<file path="config.mk">
export PLATFORM = sky130hd
export DESIGN_NAME = prc_top
export DESIGN_NICKNAME = d
export VERILOG_FILES = /design/src/prc_pkg.sv /design/src/prc_sync3.sv /design/src/prc_top.sv
export SDC_FILE = /design/constraint.sdc
export NUM_CORES = 1
export LEC_CHECK = 0
export BUFFER_PORTS_ARGS = -buffer_cell sky130_fd_sc_hd__buf_2
export CORE_AREA = 8 8 99 191
export DETAILED_ROUTE_END_ITERATION = 6
export DIE_AREA = 0 0 107 199
export PLACE_DENSITY = 0.7
export SYNTH_ARGS = -nofsm -noshare
export SYNTH_HDL_FRONTEND = slang
export SYNTH_SLANG_ARGS = --single-unit
</file>
<file path="constraint.sdc">
create_clock -name core_clk_i -period 5.8 [get_ports core_clk_i]
set_input_delay 1.16 -clock core_clk_i [delete_from_list [all_inputs] [get_ports core_clk_i]]
set_output_delay 1.16 -clock core_clk_i [all_outputs]
set_load 0.01 [all_outputs]
</file>
<file path="src/prc_pkg.sv">
// Purpose: shared constants and carriers for the phy reset controller
// Assumes: 50 MHz core clock
// Notes:   times kept in their printed unit, cycle counts derived here
package prc_pkg;

    localparam int unsigned CLK_HZ = 50_000_000;
    localparam int unsigned CLK_NS = 20;

    // phy_reset_done_limit, microseconds
    localparam int unsigned PHY_RESET_DONE_LIMIT_US = 10_000;
    // connect_to_negotiate_time window, milliseconds
    localparam int unsigned CONNECT_NEG_MIN_MS = 1_200;
    localparam int unsigned CONNECT_NEG_MAX_MS = 1_300;
    // crystal_settle_time and power-on trigger limit, milliseconds
    localparam int unsigned CRYSTAL_SETTLE_TIME_MS = 45;
    localparam int unsigned POR_TRIGGER_LIMIT_MS = 40;
    // config_after_ready_limit, milliseconds
    localparam int unsigned CONFIG_AFTER_READY_LIMIT_MS = 500;

    // longest times round down
    localparam int unsigned PHY_DONE_CYC = PHY_RESET_DONE_LIMIT_US * (CLK_HZ / 1_000_000);
    localparam int unsigned XTAL_CYC     = CRYSTAL_SETTLE_TIME_MS * (CLK_HZ / 1_000);
    localparam int unsigned POR_CYC      = POR_TRIGGER_LIMIT_MS * (CLK_HZ / 1_000);
    // least time rounds up (exact at this rate)
    localparam int unsigned NEG_MIN_CYC  = CONNECT_NEG_MIN_MS * (CLK_HZ / 1_000);
    localparam int unsigned NEG_MAX_CYC  = CONNECT_NEG_MAX_MS * (CLK_HZ / 1_000);
    localparam int unsigned CFG_LIM_CYC  = CONFIG_AFTER_READY_LIMIT_MS * (CLK_HZ / 1_000);

    // management soft reset: register 0 bit 15
    localparam logic [4:0] MGMT_CTRL_REG   = 5'h00;
    localparam int unsigned SOFT_RST_BIT   = 15;
    localparam logic [4:0] MGMT_PAGE_ZERO  = 5'h00;

    localparam int unsigned CNT_W   = 32;
    localparam int unsigned STRAP_W = 4;
    localparam logic [STRAP_W-1:0] STRAP_RST = 4'h0;

    // per-domain reset strobes driven to the rest of the device
    typedef struct packed {
        logic iface;      // interconnect logic
        logic non_phy;    // non-phy registers and state
        logic phy;        // phy registers, page 0 and aliases
        logic fuse;       // fuse / bonding registers
        logic wake;       // wake-up registers
        logic wake_filt;  // wake-up filter contents
        logic fifo;       // internal fifo clear
        logic serdes_off; // serdes halted
    } prc_rst_vec_t;

    localparam prc_rst_vec_t RST_VEC_ALL = 8'hFF;
    localparam prc_rst_vec_t RST_VEC_NONE = 8'h00;

    // management write carrier
    typedef struct packed {
        logic        valid;
        logic [4:0]  page;
        logic [4:0]  addr;
        logic [15:0] data;
    } prc_mgmt_wr_t;

endpackage

</file>
<file path="src/prc_sync3.sv">
// Purpose: three-stage synchroniser with agreement filter for pin inputs
// Assumes: input asynchronous to core_clk_i
// Notes:   output changes once stages two and three agree
`timescale 1ns/1ns
module prc_sync3 #(
    parameter logic RST_VAL = 1'b0
) (
    input  wire logic core_clk_i,
    input  wire logic sys_rst_i,
    input  wire logic async_i,
    output logic      sync_o
);
    logic s1_ff;
    logic s2_ff;
    logic s3_ff;
    logic out_ff;

    always_ff @(posedge core_clk_i) begin
        if (sys_rst_i) begin
            s1_ff <= RST_VAL;
            s2_ff <= RST_VAL;
            s3_ff <= RST_VAL;
        end else begin
            s1_ff <= async_i;
            s2_ff <= s1_ff;
            s3_ff <= s2_ff;
        end
    end

    always_ff @(posedge core_clk_i) begin
        if (sys_rst_i) begin
            out_ff <= RST_VAL;
        end else if (s2_ff == s3_ff) begin
            out_ff <= s3_ff;
        end
    end

    assign sync_o = out_ff;
endmodule

</file>
<file path="src/prc_top.sv">
// Purpose: reset sequencing for an ethernet phy device
// Assumes: supply sense, crystal ok and pins are asynchronous inputs
// Notes:   one 50 MHz clock; soft reset seen as a decoded management write
// Operation
// - hold master reset until supplies stable
// - master reset forces all registers default
// - latch straps when master reset releases
// - register 0 bit 15 write soft-resets phy
// - soft reset touches only phy state
// - soft reset restores page 0 only
// - interconnect reset stops serdes, drops packet
// - interconnect release clears fifo unless wake switch
// - in-band reset clears all but wake filters; the code also leaves the wake registers set apart
// - only lan-off pin resets phy logic; the code also resets it on soft and in-band reset
// - supply power-on reset leaves power-down mode
// - send reset-complete after phy reset ends
// - reset-complete within 10 ms of release
// - negotiate 1.2 s to 1.3 s after connect
// - crystal stable within 45 ms of ramp
// - power-on trigger within 40 ms of crystal
`timescale 1ns/1ns
module prc_top #(
    parameter int unsigned PHY_DONE_CYC = prc_pkg::PHY_DONE_CYC,
    parameter int unsigned NEG_MIN_CYC  = prc_pkg::NEG_MIN_CYC,
    parameter int unsigned NEG_MAX_CYC  = prc_pkg::NEG_MAX_CYC,
    parameter int unsigned XTAL_CYC     = prc_pkg::XTAL_CYC,
    parameter int unsigned POR_CYC      = prc_pkg::POR_CYC,
    parameter int unsigned PHY_WORK_CYC = 16
) (
    input  wire logic                         core_clk_i,
    input  wire logic                         sys_rst_i,
    input  wire logic                         supply_ok_i,
    input  wire logic                         xtal_ok_i,
    input  wire logic [prc_pkg::STRAP_W-1:0]  strap_i,
    input  wire prc_pkg::prc_mgmt_wr_t        mgmt_wr_i,
    input  wire logic                         link_rst_pin_n_i,
    input  wire logic                         wake_switch_i,
    input  wire logic                         inband_rst_i,
    input  wire logic                         lan_off_pin_n_i,
    input  wire logic                         cable_connect_i,
    input  wire logic                         rst_done_ack_i,
    output logic                              master_rst_n_o,
    output prc_pkg::prc_rst_vec_t             rst_vec_o,
    output logic                              page0_restore_o,
    output logic                              pkt_drop_o,
    output logic [prc_pkg::STRAP_W-1:0]       strap_o,
    output logic                              power_down_o,
    output logic                              rst_done_o,
    output logic                              phy_busy_o,
    output logic                              negotiate_start_o,
    output logic                              xtal_late_o,
    output logic                              por_late_o
);
    typedef enum logic [3:0] {
        PS_IDLE = 4'b0001,
        PS_WORK = 4'b0010,
        PS_DONE = 4'b0100,
        PS_RUN  = 4'b1000
    } prc_phy_st_t;

    logic supply_s;
    logic xtal_s;
    logic link_rst_n_s;
    logic lan_off_n_s;

    prc_sync3 #(.RST_VAL(1'b0)) u_sync_sup (
        .core_clk_i (core_clk_i),
        .sys_rst_i  (sys_rst_i),
        .async_i    (supply_ok_i),
        .sync_o     (supply_s)
    );
    prc_sync3 #(.RST_VAL(1'b0)) u_sync_xtal (
        .core_clk_i (core_clk_i),
        .sys_rst_i  (sys_rst_i),
        .async_i    (xtal_ok_i),
        .sync_o     (xtal_s)
    );
    prc_sync3 #(.RST_VAL(1'b1)) u_sync_link (
        .core_clk_i (core_clk_i),
        .sys_rst_i  (sys_rst_i),
        .async_i    (link_rst_pin_n_i),
        .sync_o     (link_rst_n_s)
    );
    prc_sync3 #(.RST_VAL(1'b1)) u_sync_lan (
        .core_clk_i (core_clk_i),
        .sys_rst_i  (sys_rst_i),
        .async_i    (lan_off_pin_n_i),
        .sync_o     (lan_off_n_s)
    );

    // master reset: released once supply and crystal are both stable
    logic master_rst_n_ff;
    always_ff @(posedge core_clk_i) begin
        if (sys_rst_i) begin
            master_rst_n_ff <= 1'b0;
        end else begin
            master_rst_n_ff <= supply_s & xtal_s;
        end
    end
    assign master_rst_n_o = master_rst_n_ff;

    logic por_rise;
    logic master_d_ff;
    always_ff @(posedge core_clk_i) begin
        if (sys_rst_i) begin
            master_d_ff <= 1'b0;
        end else begin
            master_d_ff <= master_rst_n_ff;
        end
    end
    assign por_rise = master_rst_n_ff & ~master_d_ff;

    // straps caught on the release edge only
    logic [prc_pkg::STRAP_W-1:0] strap_ff;
    always_ff @(posedge core_clk_i) begin
        if (sys_rst_i) begin
            strap_ff <= prc_pkg::STRAP_RST;
        end else if (!master_rst_n_ff) begin
            strap_ff <= prc_pkg::STRAP_RST;
        end else if (por_rise) begin
            strap_ff <= strap_i;
        end
    end
    assign strap_o = strap_ff;

    // soft reset decode
    logic soft_rst;
    assign soft_rst = mgmt_wr_i.valid && mgmt_wr_i.page == prc_pkg::MGMT_PAGE_ZERO
                   && mgmt_wr_i.addr == prc_pkg::MGMT_CTRL_REG
                   && mgmt_wr_i.data[prc_pkg::SOFT_RST_BIT];

    // interconnect and lan-off pin release edges
    logic link_n_d_ff;
    always_ff @(posedge core_clk_i) begin
        if (sys_rst_i) begin
            link_n_d_ff <= 1'b1;
        end else begin
            link_n_d_ff <= link_rst_n_s;
        end
    end
    logic link_release;
    assign link_release = link_rst_n_s & ~link_n_d_ff;

    logic lan_n_d_ff;
    always_ff @(posedge core_clk_i) begin
        if (sys_rst_i) begin
            lan_n_d_ff <= 1'b1;
        end else begin
            lan_n_d_ff <= lan_off_n_s;
        end
    end
    logic lan_release;
    assign lan_release = lan_off_n_s & ~lan_n_d_ff;

    // reset strobes per domain
    prc_pkg::prc_rst_vec_t nxt_rst_vec;
    prc_pkg::prc_rst_vec_t rst_vec_ff;
    always_comb begin
        nxt_rst_vec = prc_pkg::RST_VEC_NONE;
        if (!master_rst_n_ff) begin
            nxt_rst_vec = prc_pkg::RST_VEC_ALL;
        end else begin
            if (inband_rst_i) begin
                nxt_rst_vec.iface   = 1'b1;
                nxt_rst_vec.non_phy = 1'b1;
                nxt_rst_vec.phy     = 1'b1;
                nxt_rst_vec.fuse    = 1'b1;
                nxt_rst_vec.fifo    = 1'b1;
            end
            if (soft_rst || !lan_off_n_s) begin
                nxt_rst_vec.phy = 1'b1;
            end
            if (!link_rst_n_s) begin
                nxt_rst_vec.iface      = 1'b1;
                nxt_rst_vec.serdes_off = 1'b1;
            end
            if (link_release && !wake_switch_i) begin
                nxt_rst_vec.fifo = 1'b1;
            end
        end
    end
    always_ff @(posedge core_clk_i) begin
        if (sys_rst_i) begin
            rst_vec_ff <= prc_pkg::RST_VEC_ALL;
        end else begin
            rst_vec_ff <= nxt_rst_vec;
        end
    end
    assign rst_vec_o = rst_vec_ff;

    // page 0 and aliases restored on any phy reset
    logic page0_ff;
    always_ff @(posedge core_clk_i) begin
        if (sys_rst_i) begin
            page0_ff <= 1'b1;
        end else begin
            page0_ff <= nxt_rst_vec.phy;
        end
    end
    assign page0_restore_o = page0_ff;

    // drop in-flight packet on interconnect reset entry
    logic pkt_drop_ff;
    always_ff @(posedge core_clk_i) begin
        if (sys_rst_i) begin
            pkt_drop_ff <= 1'b0;
        end else begin
            pkt_drop_ff <= ~link_rst_n_s & link_n_d_ff;
        end
    end
    assign pkt_drop_o = pkt_drop_ff;

    // power-down: lan-off pin enters, pin release, power-on or in-band reset leaves
    logic pd_ff;
    always_ff @(posedge core_clk_i) begin
        if (sys_rst_i) begin
            pd_ff <= 1'b0;
        end else if (por_rise || inband_rst_i || lan_release) begin
            pd_ff <= 1'b0;
        end else if (!lan_off_n_s) begin
            pd_ff <= 1'b1;
        end
    end
    assign power_down_o = pd_ff;

    // phy reset sequence and completion report
    prc_phy_st_t st_ff;
    logic [prc_pkg::CNT_W-1:0] work_cnt_ff;
    logic [prc_pkg::CNT_W-1:0] done_cnt_ff;
    logic phy_rst_req;
    assign phy_rst_req = nxt_rst_vec.phy;

    always_ff @(posedge core_clk_i) begin
        if (sys_rst_i) begin
            st_ff <= PS_IDLE;
        end else if (phy_rst_req) begin
            st_ff <= PS_WORK;
        end else begin
            unique case (st_ff)
                PS_IDLE: st_ff <= PS_IDLE;
                PS_WORK: begin
                    if (work_cnt_ff >= PHY_WORK_CYC - 1
                        || done_cnt_ff >= PHY_DONE_CYC - 2) begin
                        st_ff <= PS_DONE;
                    end
                end
                PS_DONE: begin
                    if (rst_done_ack_i) begin
                        st_ff <= PS_RUN;
                    end
                end
                PS_RUN: st_ff <= PS_RUN;
                default: st_ff <= PS_IDLE;
            endcase
        end
    end

    always_ff @(posedge core_clk_i) begin
        if (sys_rst_i || phy_rst_req || st_ff != PS_WORK) begin
            work_cnt_ff <= '0;
        end else begin
            work_cnt_ff <= work_cnt_ff + 1'b1;
        end
    end

    // time since reset release, bounds the report
    always_ff @(posedge core_clk_i) begin
        if (sys_rst_i || phy_rst_req) begin
            done_cnt_ff <= '0;
        end else if (st_ff == PS_WORK) begin
            done_cnt_ff <= done_cnt_ff + 1'b1;
        end
    end

    logic rst_done_ff;
    logic busy_ff;
    always_ff @(posedge core_clk_i) begin
        if (sys_rst_i) begin
            rst_done_ff <= 1'b0;
            busy_ff     <= 1'b1;
        end else begin
            rst_done_ff <= (st_ff == PS_DONE) && !phy_rst_req && !rst_done_ack_i;
            busy_ff     <= phy_rst_req || st_ff == PS_WORK;
        end
    end
    assign rst_done_o = rst_done_ff;
    assign phy_busy_o = busy_ff;

    // connect to negotiation start window
    logic [prc_pkg::CNT_W-1:0] neg_cnt_ff;
    logic neg_arm_ff;
    logic neg_ff;
    always_ff @(posedge core_clk_i) begin
        if (sys_rst_i || !cable_connect_i || phy_rst_req) begin
            neg_cnt_ff <= '0;
            neg_arm_ff <= 1'b1;
            neg_ff     <= 1'b0;
        end else if (neg_arm_ff) begin
            neg_cnt_ff <= neg_cnt_ff + 1'b1;
            if (neg_cnt_ff >= NEG_MIN_CYC - 1 && st_ff == PS_RUN) begin
                neg_ff     <= 1'b1;
                neg_arm_ff <= 1'b0;
            end else if (neg_cnt_ff >= NEG_MAX_CYC - 1) begin
                neg_ff     <= 1'b1;
                neg_arm_ff <= 1'b0;
            end
        end else begin
            neg_ff <= 1'b0;
        end
    end
    assign negotiate_start_o = neg_ff;

    // start-up guarantees watched against supply and crystal
    logic [prc_pkg::CNT_W-1:0] xtal_cnt_ff;
    logic [prc_pkg::CNT_W-1:0] por_cnt_ff;
    logic xtal_late_ff;
    logic por_late_ff;
    always_ff @(posedge core_clk_i) begin
        if (sys_rst_i || !supply_s || xtal_s) begin
            xtal_cnt_ff <= '0;
        end else if (xtal_cnt_ff < XTAL_CYC) begin
            xtal_cnt_ff <= xtal_cnt_ff + 1'b1;
        end
    end
    always_ff @(posedge core_clk_i) begin
        if (sys_rst_i || !xtal_s || master_rst_n_ff) begin
            por_cnt_ff <= '0;
        end else if (por_cnt_ff < POR_CYC) begin
            por_cnt_ff <= por_cnt_ff + 1'b1;
        end
    end
    always_ff @(posedge core_clk_i) begin
        if (sys_rst_i) begin
            xtal_late_ff <= 1'b0;
            por_late_ff  <= 1'b0;
        end else begin
            xtal_late_ff <= xtal_late_ff | (xtal_cnt_ff >= XTAL_CYC);
            por_late_ff  <= por_late_ff | (por_cnt_ff >= POR_CYC);
        end
    end
    assign xtal_late_o = xtal_late_ff;
    assign por_late_o  = por_late_ff;
endmodule

</file>
=== Word level (Yosys, flattened, before mapping) ===
Index checks and enable logic that the tools add are counted.

* Register bits after elaboration: 204
* Input bits: 41
* Output and inout bits: 21

* $lt $le $gt $ge: 8
* $add $sub $neg: 5
* Reductions and logical operators: 38
* Equal/unequal tests: 12
* Multiplexer cells: 15
* Bitwise logic cells: 13

{| class="wikitable"
|+ Operators with widths
! operator !! count
|-
| adder 32 x 1 -> 32 bit, second input constant || 5
|-
| greater-or-equal comparator 32 x 26 -> 1 bit, second input constant || 2
|-
| greater-or-equal comparator 32 x 19 -> 1 bit, second input constant || 1
|-
| greater-or-equal comparator 32 x 21 -> 1 bit, second input constant || 1
|-
| greater-or-equal comparator 32 x 22 -> 1 bit, second input constant || 1
|-
| greater-or-equal comparator 32 x 4 -> 1 bit, second input constant || 1
|-
| less-than comparator 32 x 21 -> 1 bit, second input constant || 1
|-
| less-than comparator 32 x 22 -> 1 bit, second input constant || 1
|-
| logical OR 1 bit || 13
|-
| two-way mux 4 bit || 3
|-
| case mux 4 bit (3 select lines) || 1
|-
| logical NOT 5 bit || 2
|-
| two-way mux 1 bit || 8
|-
| OR reduction 2 bit || 4
|-
| logical AND 1 bit || 7
|-
| logical NOT 1 bit || 7
|-
| two-way mux 2 bit || 3
|-
| != test 3 bit, second input constant || 2
|-
| inverter 1 bit || 6
|-
| OR reduction 3 bit || 2
|-
| AND 1 bit || 5
|-
| equality test 1 bit || 4
|-
| equality test 4 x 2 -> 1 bit, second input constant || 1
|-
| equality test 4 x 3 -> 1 bit, second input constant || 1
|-
| 6 further kinds || 9
|}

=== Depth between registers and ports, before layout ===
* Depth after elaboration: 10
* Mapped depth: 7
* Gate-level depth less buffers: 7

=== Hierarchy ===
From an unflattened synthesis, not the netlist that was laid out.

* Cells, all modules: 1005
* Area total of the unflattened synthesis: 8734.6 µm²

{| class="wikitable"
|+ By module, submodules not included
! module !! instances !! seq. area each (µm²) !! cells each !! area each (µm²)
|-
| prc_top || 1 || 3723.6 || 965 || 8279.2
|-
| prc_sync3 at u_sync_lan ... || 2 || 80.1 || 10 || 115.1
|-
| prc_sync3 at u_sync_sup ... || 2 || 80.1 || 10 || 112.6
|}

=== Least setup slack after synthesis ===
Ideal clock, no wire load.

* Path kind: input port to flip-flop
* Start: input sys_rst_i
* End: register xtal_cnt_ff[4] in the netlist's numbering
* Stages: 5
* Data arrival time: 2.343 ns
* Setup slack: 3.397 ns
* Path buffers: 2
* Data required time: 5.741 ns
* Setup time: 0.059 ns
* Cells stage by stage: clkbuf_1 > nor3b_1 > clkbuf_1 > o211ai_1 > nand2_1

* Word-level cells in the longest chain between the ends: 2

{| class="wikitable"
|+ RTL lines
! what !! line !! RTL
|-
| start, declared || prc_top.sv:31 || <nowiki>input wire logic sys_rst_i,</nowiki>
|-
| logical OR 1 bit (2 in series) || prc_top.sv:319 || <nowiki>if (sys_rst_i || !supply_s || xtal_s) begin</nowiki>
|-
| end signal, assigned || prc_top.sv:322 || <nowiki>xtal_cnt_ff <= xtal_cnt_ff + 1'b1;</nowiki>
|-
| end, declared || prc_top.sv:314 || <nowiki>logic [prc_pkg::CNT_W-1:0] xtal_cnt_ff;</nowiki>
|}

Every way passes these cells.
A chain may end at the register's enable or synchronous reset.

=== Worst setup path after layout ===
* Start: input sys_rst_i
* End: register neg_cnt_ff[30] in the netlist's numbering

* Word-level cells in the longest chain between the ends: 2

{| class="wikitable"
|+ RTL lines
! what !! line !! RTL
|-
| logical OR 1 bit (2 in series) || prc_top.sv:294 || <nowiki>if (sys_rst_i || !cable_connect_i || phy_rst_req) begin</nowiki>
|-
| end signal, assigned || prc_top.sv:299 || <nowiki>neg_cnt_ff <= neg_cnt_ff + 1'b1;</nowiki>
|-
| end, declared || prc_top.sv:290 || <nowiki>logic [prc_pkg::CNT_W-1:0] neg_cnt_ff;</nowiki>
|}

Every way passes these cells.

==> key figures <==
Floorplanning
  – Starting density of the core: 0.5342
  – Die span in x: 107 um
  – Die H: 199 um
  – Rows: 67
  – Core Box Area: 16510 um2
  – Die area: 21290 um2
  – Io pins: 62

Clock network
  – Worst-skew pair later-pin latency: 0.48 ns
  – Longest Clk Path Bufs: 3
  – Post-cts sizing count: 0
  – Max H-tree Level: 1
  – CTS tree: yes
  – Hold buffers post-CTS: 0
  – Reg clk slew, reported paths: 0.07 ns
  – Total CTS buffers: 19
  – Root Driver: clkbuf_16
  – Setup bufs post-CTS: 0
  – Clock Sink Count: 202

Global route
  – GRT Total Usage: 0.1615
  – Vias in the first global route: 6714
  – First-pass GRT wire length: 29800 um
  – Initial antenna violation count: 0
  – Largest net degree at the start of global routing: 35
  – Grt ovf: 0

Timing
  – TNS Setup: 0 ns
  – Hold Worst Slack: 0.4286 ns
  – Final setup skew: 0.01231 ns
  – Final hold viol count: 0
  – Final worst path period share: 0.4893
  – Final setup fails: 0
  – Rel. slew slack: 0.1930
  – Fin. max-slew vios: 0
  – Tightest Pin Transition: 1.205 ns
  – Final Critical Period: 2.838 ns
  – RSZ-0062 raised after global routing: no
  – Fmax: 352.4 MHz

Final layout
  – Nets: 1091
  – Area grow syn2layout: 10.57%
  – Share of cells above drive strength 1: 0.09696
  – Finished Layout Cells: 1259
  – Filler cells: 1448
  – ANT cells: 0

Pwr
  – Worst VDD drop: 268.5 uV
  – Pwr dens: 267.7 nW/um2
  – P_leak: 3.270 nW

Critical path
  – Arrival @ worst endpoint: 3.21 ns
  – Crit-path max FO: 32
  – Crit path capture type: register
  – WP data required: 6.17 ns
  – Reg2reg path depth: 6
  – Kind of critical path: primary input to register
  – Startpoint Class: primary input

Placement
  – Placed cells: 1228
  – HPWL Detailed: 11980 um
  – Port Buf Inserts: 46
  – RePlAce Congestion: 0.8287

Logic synthesis
  – Area contributors post-synth: dfxtp_1 46%, nor2_1 5.2%, xnor2_1 4.6%
  – Most frequent cells after synthesis: 202 x dfxtp_1, 122 x nor2_1, 76 x nand2_1
  – Syn nets: 1067
  – Synthesized flop and latch total: 202
  – Syn avg cell area: 8.666 um2
  – Synthesized cell area: 8822 um2
  – Dominant cell type by area after synthesis: dfxtp_1
  – Most numerous cell in the Yosys netlist: dfxtp_1
  – Number of synthesized flops with an enable pin: 0
  – Syn Inst Count: 1018
  – Number of library cell types mapped by synthesis: 55
  – Ys async rst share: 0
  – Share of the synthesized area in the top cell type: 0.4584
  – Synth warn: 0
  – Primary FF master, synth: dfxtp_1
  – Sequential area share after synthesis: 0.4584

Status
  – Outcome: completed

Detailed routing
  – Drt total wl: 17370 um
  – Vias per Instance: 5.612
  – Total number of vias: 7065
  – Pre-antenna DRT Iters: 4
  – Average wire per standard cell: 13.79 um
  – DRC: 0
  – Initial DRC Count: 296
  – Detail Route Antenna Nets: 0

Worst hold path
  – Hold Crit Depth: 1
  – Hold crit path type: register to register

Run
  – Max_cap viols: 0
[power breakdown]
part | switching, mW | total [mW] | internal (mW)
registers | 0.00269 | 1.39 | 1.39
clock network | 0.517 | 1.20 | 0.679
logic | 0.0105 | 0.0223 | 0.0118
total | 0.530 | 2.61 | 2.08
[stage by stage]
step / area, um2 / utilization / worst slack, ns / power (mW)
floorplan: 8822 / - / 3.397 / 1.435
global placement: 9161 / 0.5547 / 2.467 / 1.447
detailed placement: 9161 / 0.5547 / 2.391 / 1.448
CTS: 9754 / 0.5907 / 2.870 / 2.644
global route: 9754 / 0.5907 / 2.642 / 2.700
finish: 9754 / 0.5907 / 2.962 / 2.612
[metal layers]
metal,up-vias,routed length [um],track usage
met5,-,0,0
met4,0,284,0.04567
met3,19,755,0.02498
met2,111,8052,0.2802
met1,3289,8273,0.2004
li1,3646,-,-
[layout by cell type (no fill, tap or decap), drive strengths merged, types with 3 or more instances in the layout]
cell | synthesis | routed
dfxtp | 202 | 202
nor2 | 122 | 122
nand2 | 76 | 76
buf | 12 | 50
nand3 | 48 | 48
xnor2 | 46 | 46
xor2 | 43 | 43
nand4 | 43 | 43
a21oi | 42 | 42
nor4 | 37 | 37
nor3 | 33 | 33
inv | 30 | 32
o21ai | 30 | 30
and2 | 29 | 29
or4 | 27 | 27
clkbuf | 35 | 24
and3 | 23 | 23
or3 | 23 | 23
and4 | 13 | 13
o31ai | 12 | 12
or2 | 11 | 11
mux2i | 11 | 11
ha | 8 | 8
nand2b | 7 | 7
nor2b | 7 | 7
o211ai | 6 | 6
nor4b | 6 | 6
nand4b | 4 | 4
o21a | 4 | 4
nand3b | 4 | 4
clkinv | 0 | 4
nor3b | 3 | 3
[sequential cells by signal, summed over array words and instances (netlist names), 4 cells and up]
register,count
done_cnt_ff,32
neg_cnt_ff,32
work_cnt_ff,32
rst_vec_o,5
strap_o,4
st_ff,4
xtal_cnt_ff,32
por_cnt_ff,32
[critical path, cell delays in order]
cell	delay [ns]
buf_2	0.26
nand2b_1	0.32
inv_1	0.21
nand3_1	0.85
a21oi_1	0.38
[kinds of logic after synthesis]
group	Yosys count	synth area share
buffers and inverters	77	0.03517
muxes	11	0.01248
AOI/OAI and AO/OA	112	0.07729
xor gates and xnor gates	89	0.08836
and+or+nand+nor	519	0.3170
adders and majority gates	8	0.01135
DFF	202	0.4584
[worst paths after layout]
kind                           end  slack (ns)        startpoint
setup / recovery    neg_cnt_ff[30]        2.96         sys_rst_i
setup reg to reg    neg_cnt_ff[30]        3.25     neg_cnt_ff[0]
hold / removal    u_sync_lan.s2_ff        0.43  u_sync_lan.s1_ff
hold reg to reg   u_sync_lan.s2_ff        0.43  u_sync_lan.s1_ff
[final cells by class]
type                            instances  area, um2  area share
Timing Repair Buffer                   50      260.3     0.02668
Sequential cell                       202       4044      0.4146
Clock inverter                          7      78.83    0.008081
Multi-Input combinational cell        739       4486      0.4599
Clock buffer                           24      514.2     0.05272
Tap cell                              207      259.0     0.02655
Inverter                               30      112.6     0.01154
No activity file was read; power rests on OpenSTA's default activity.
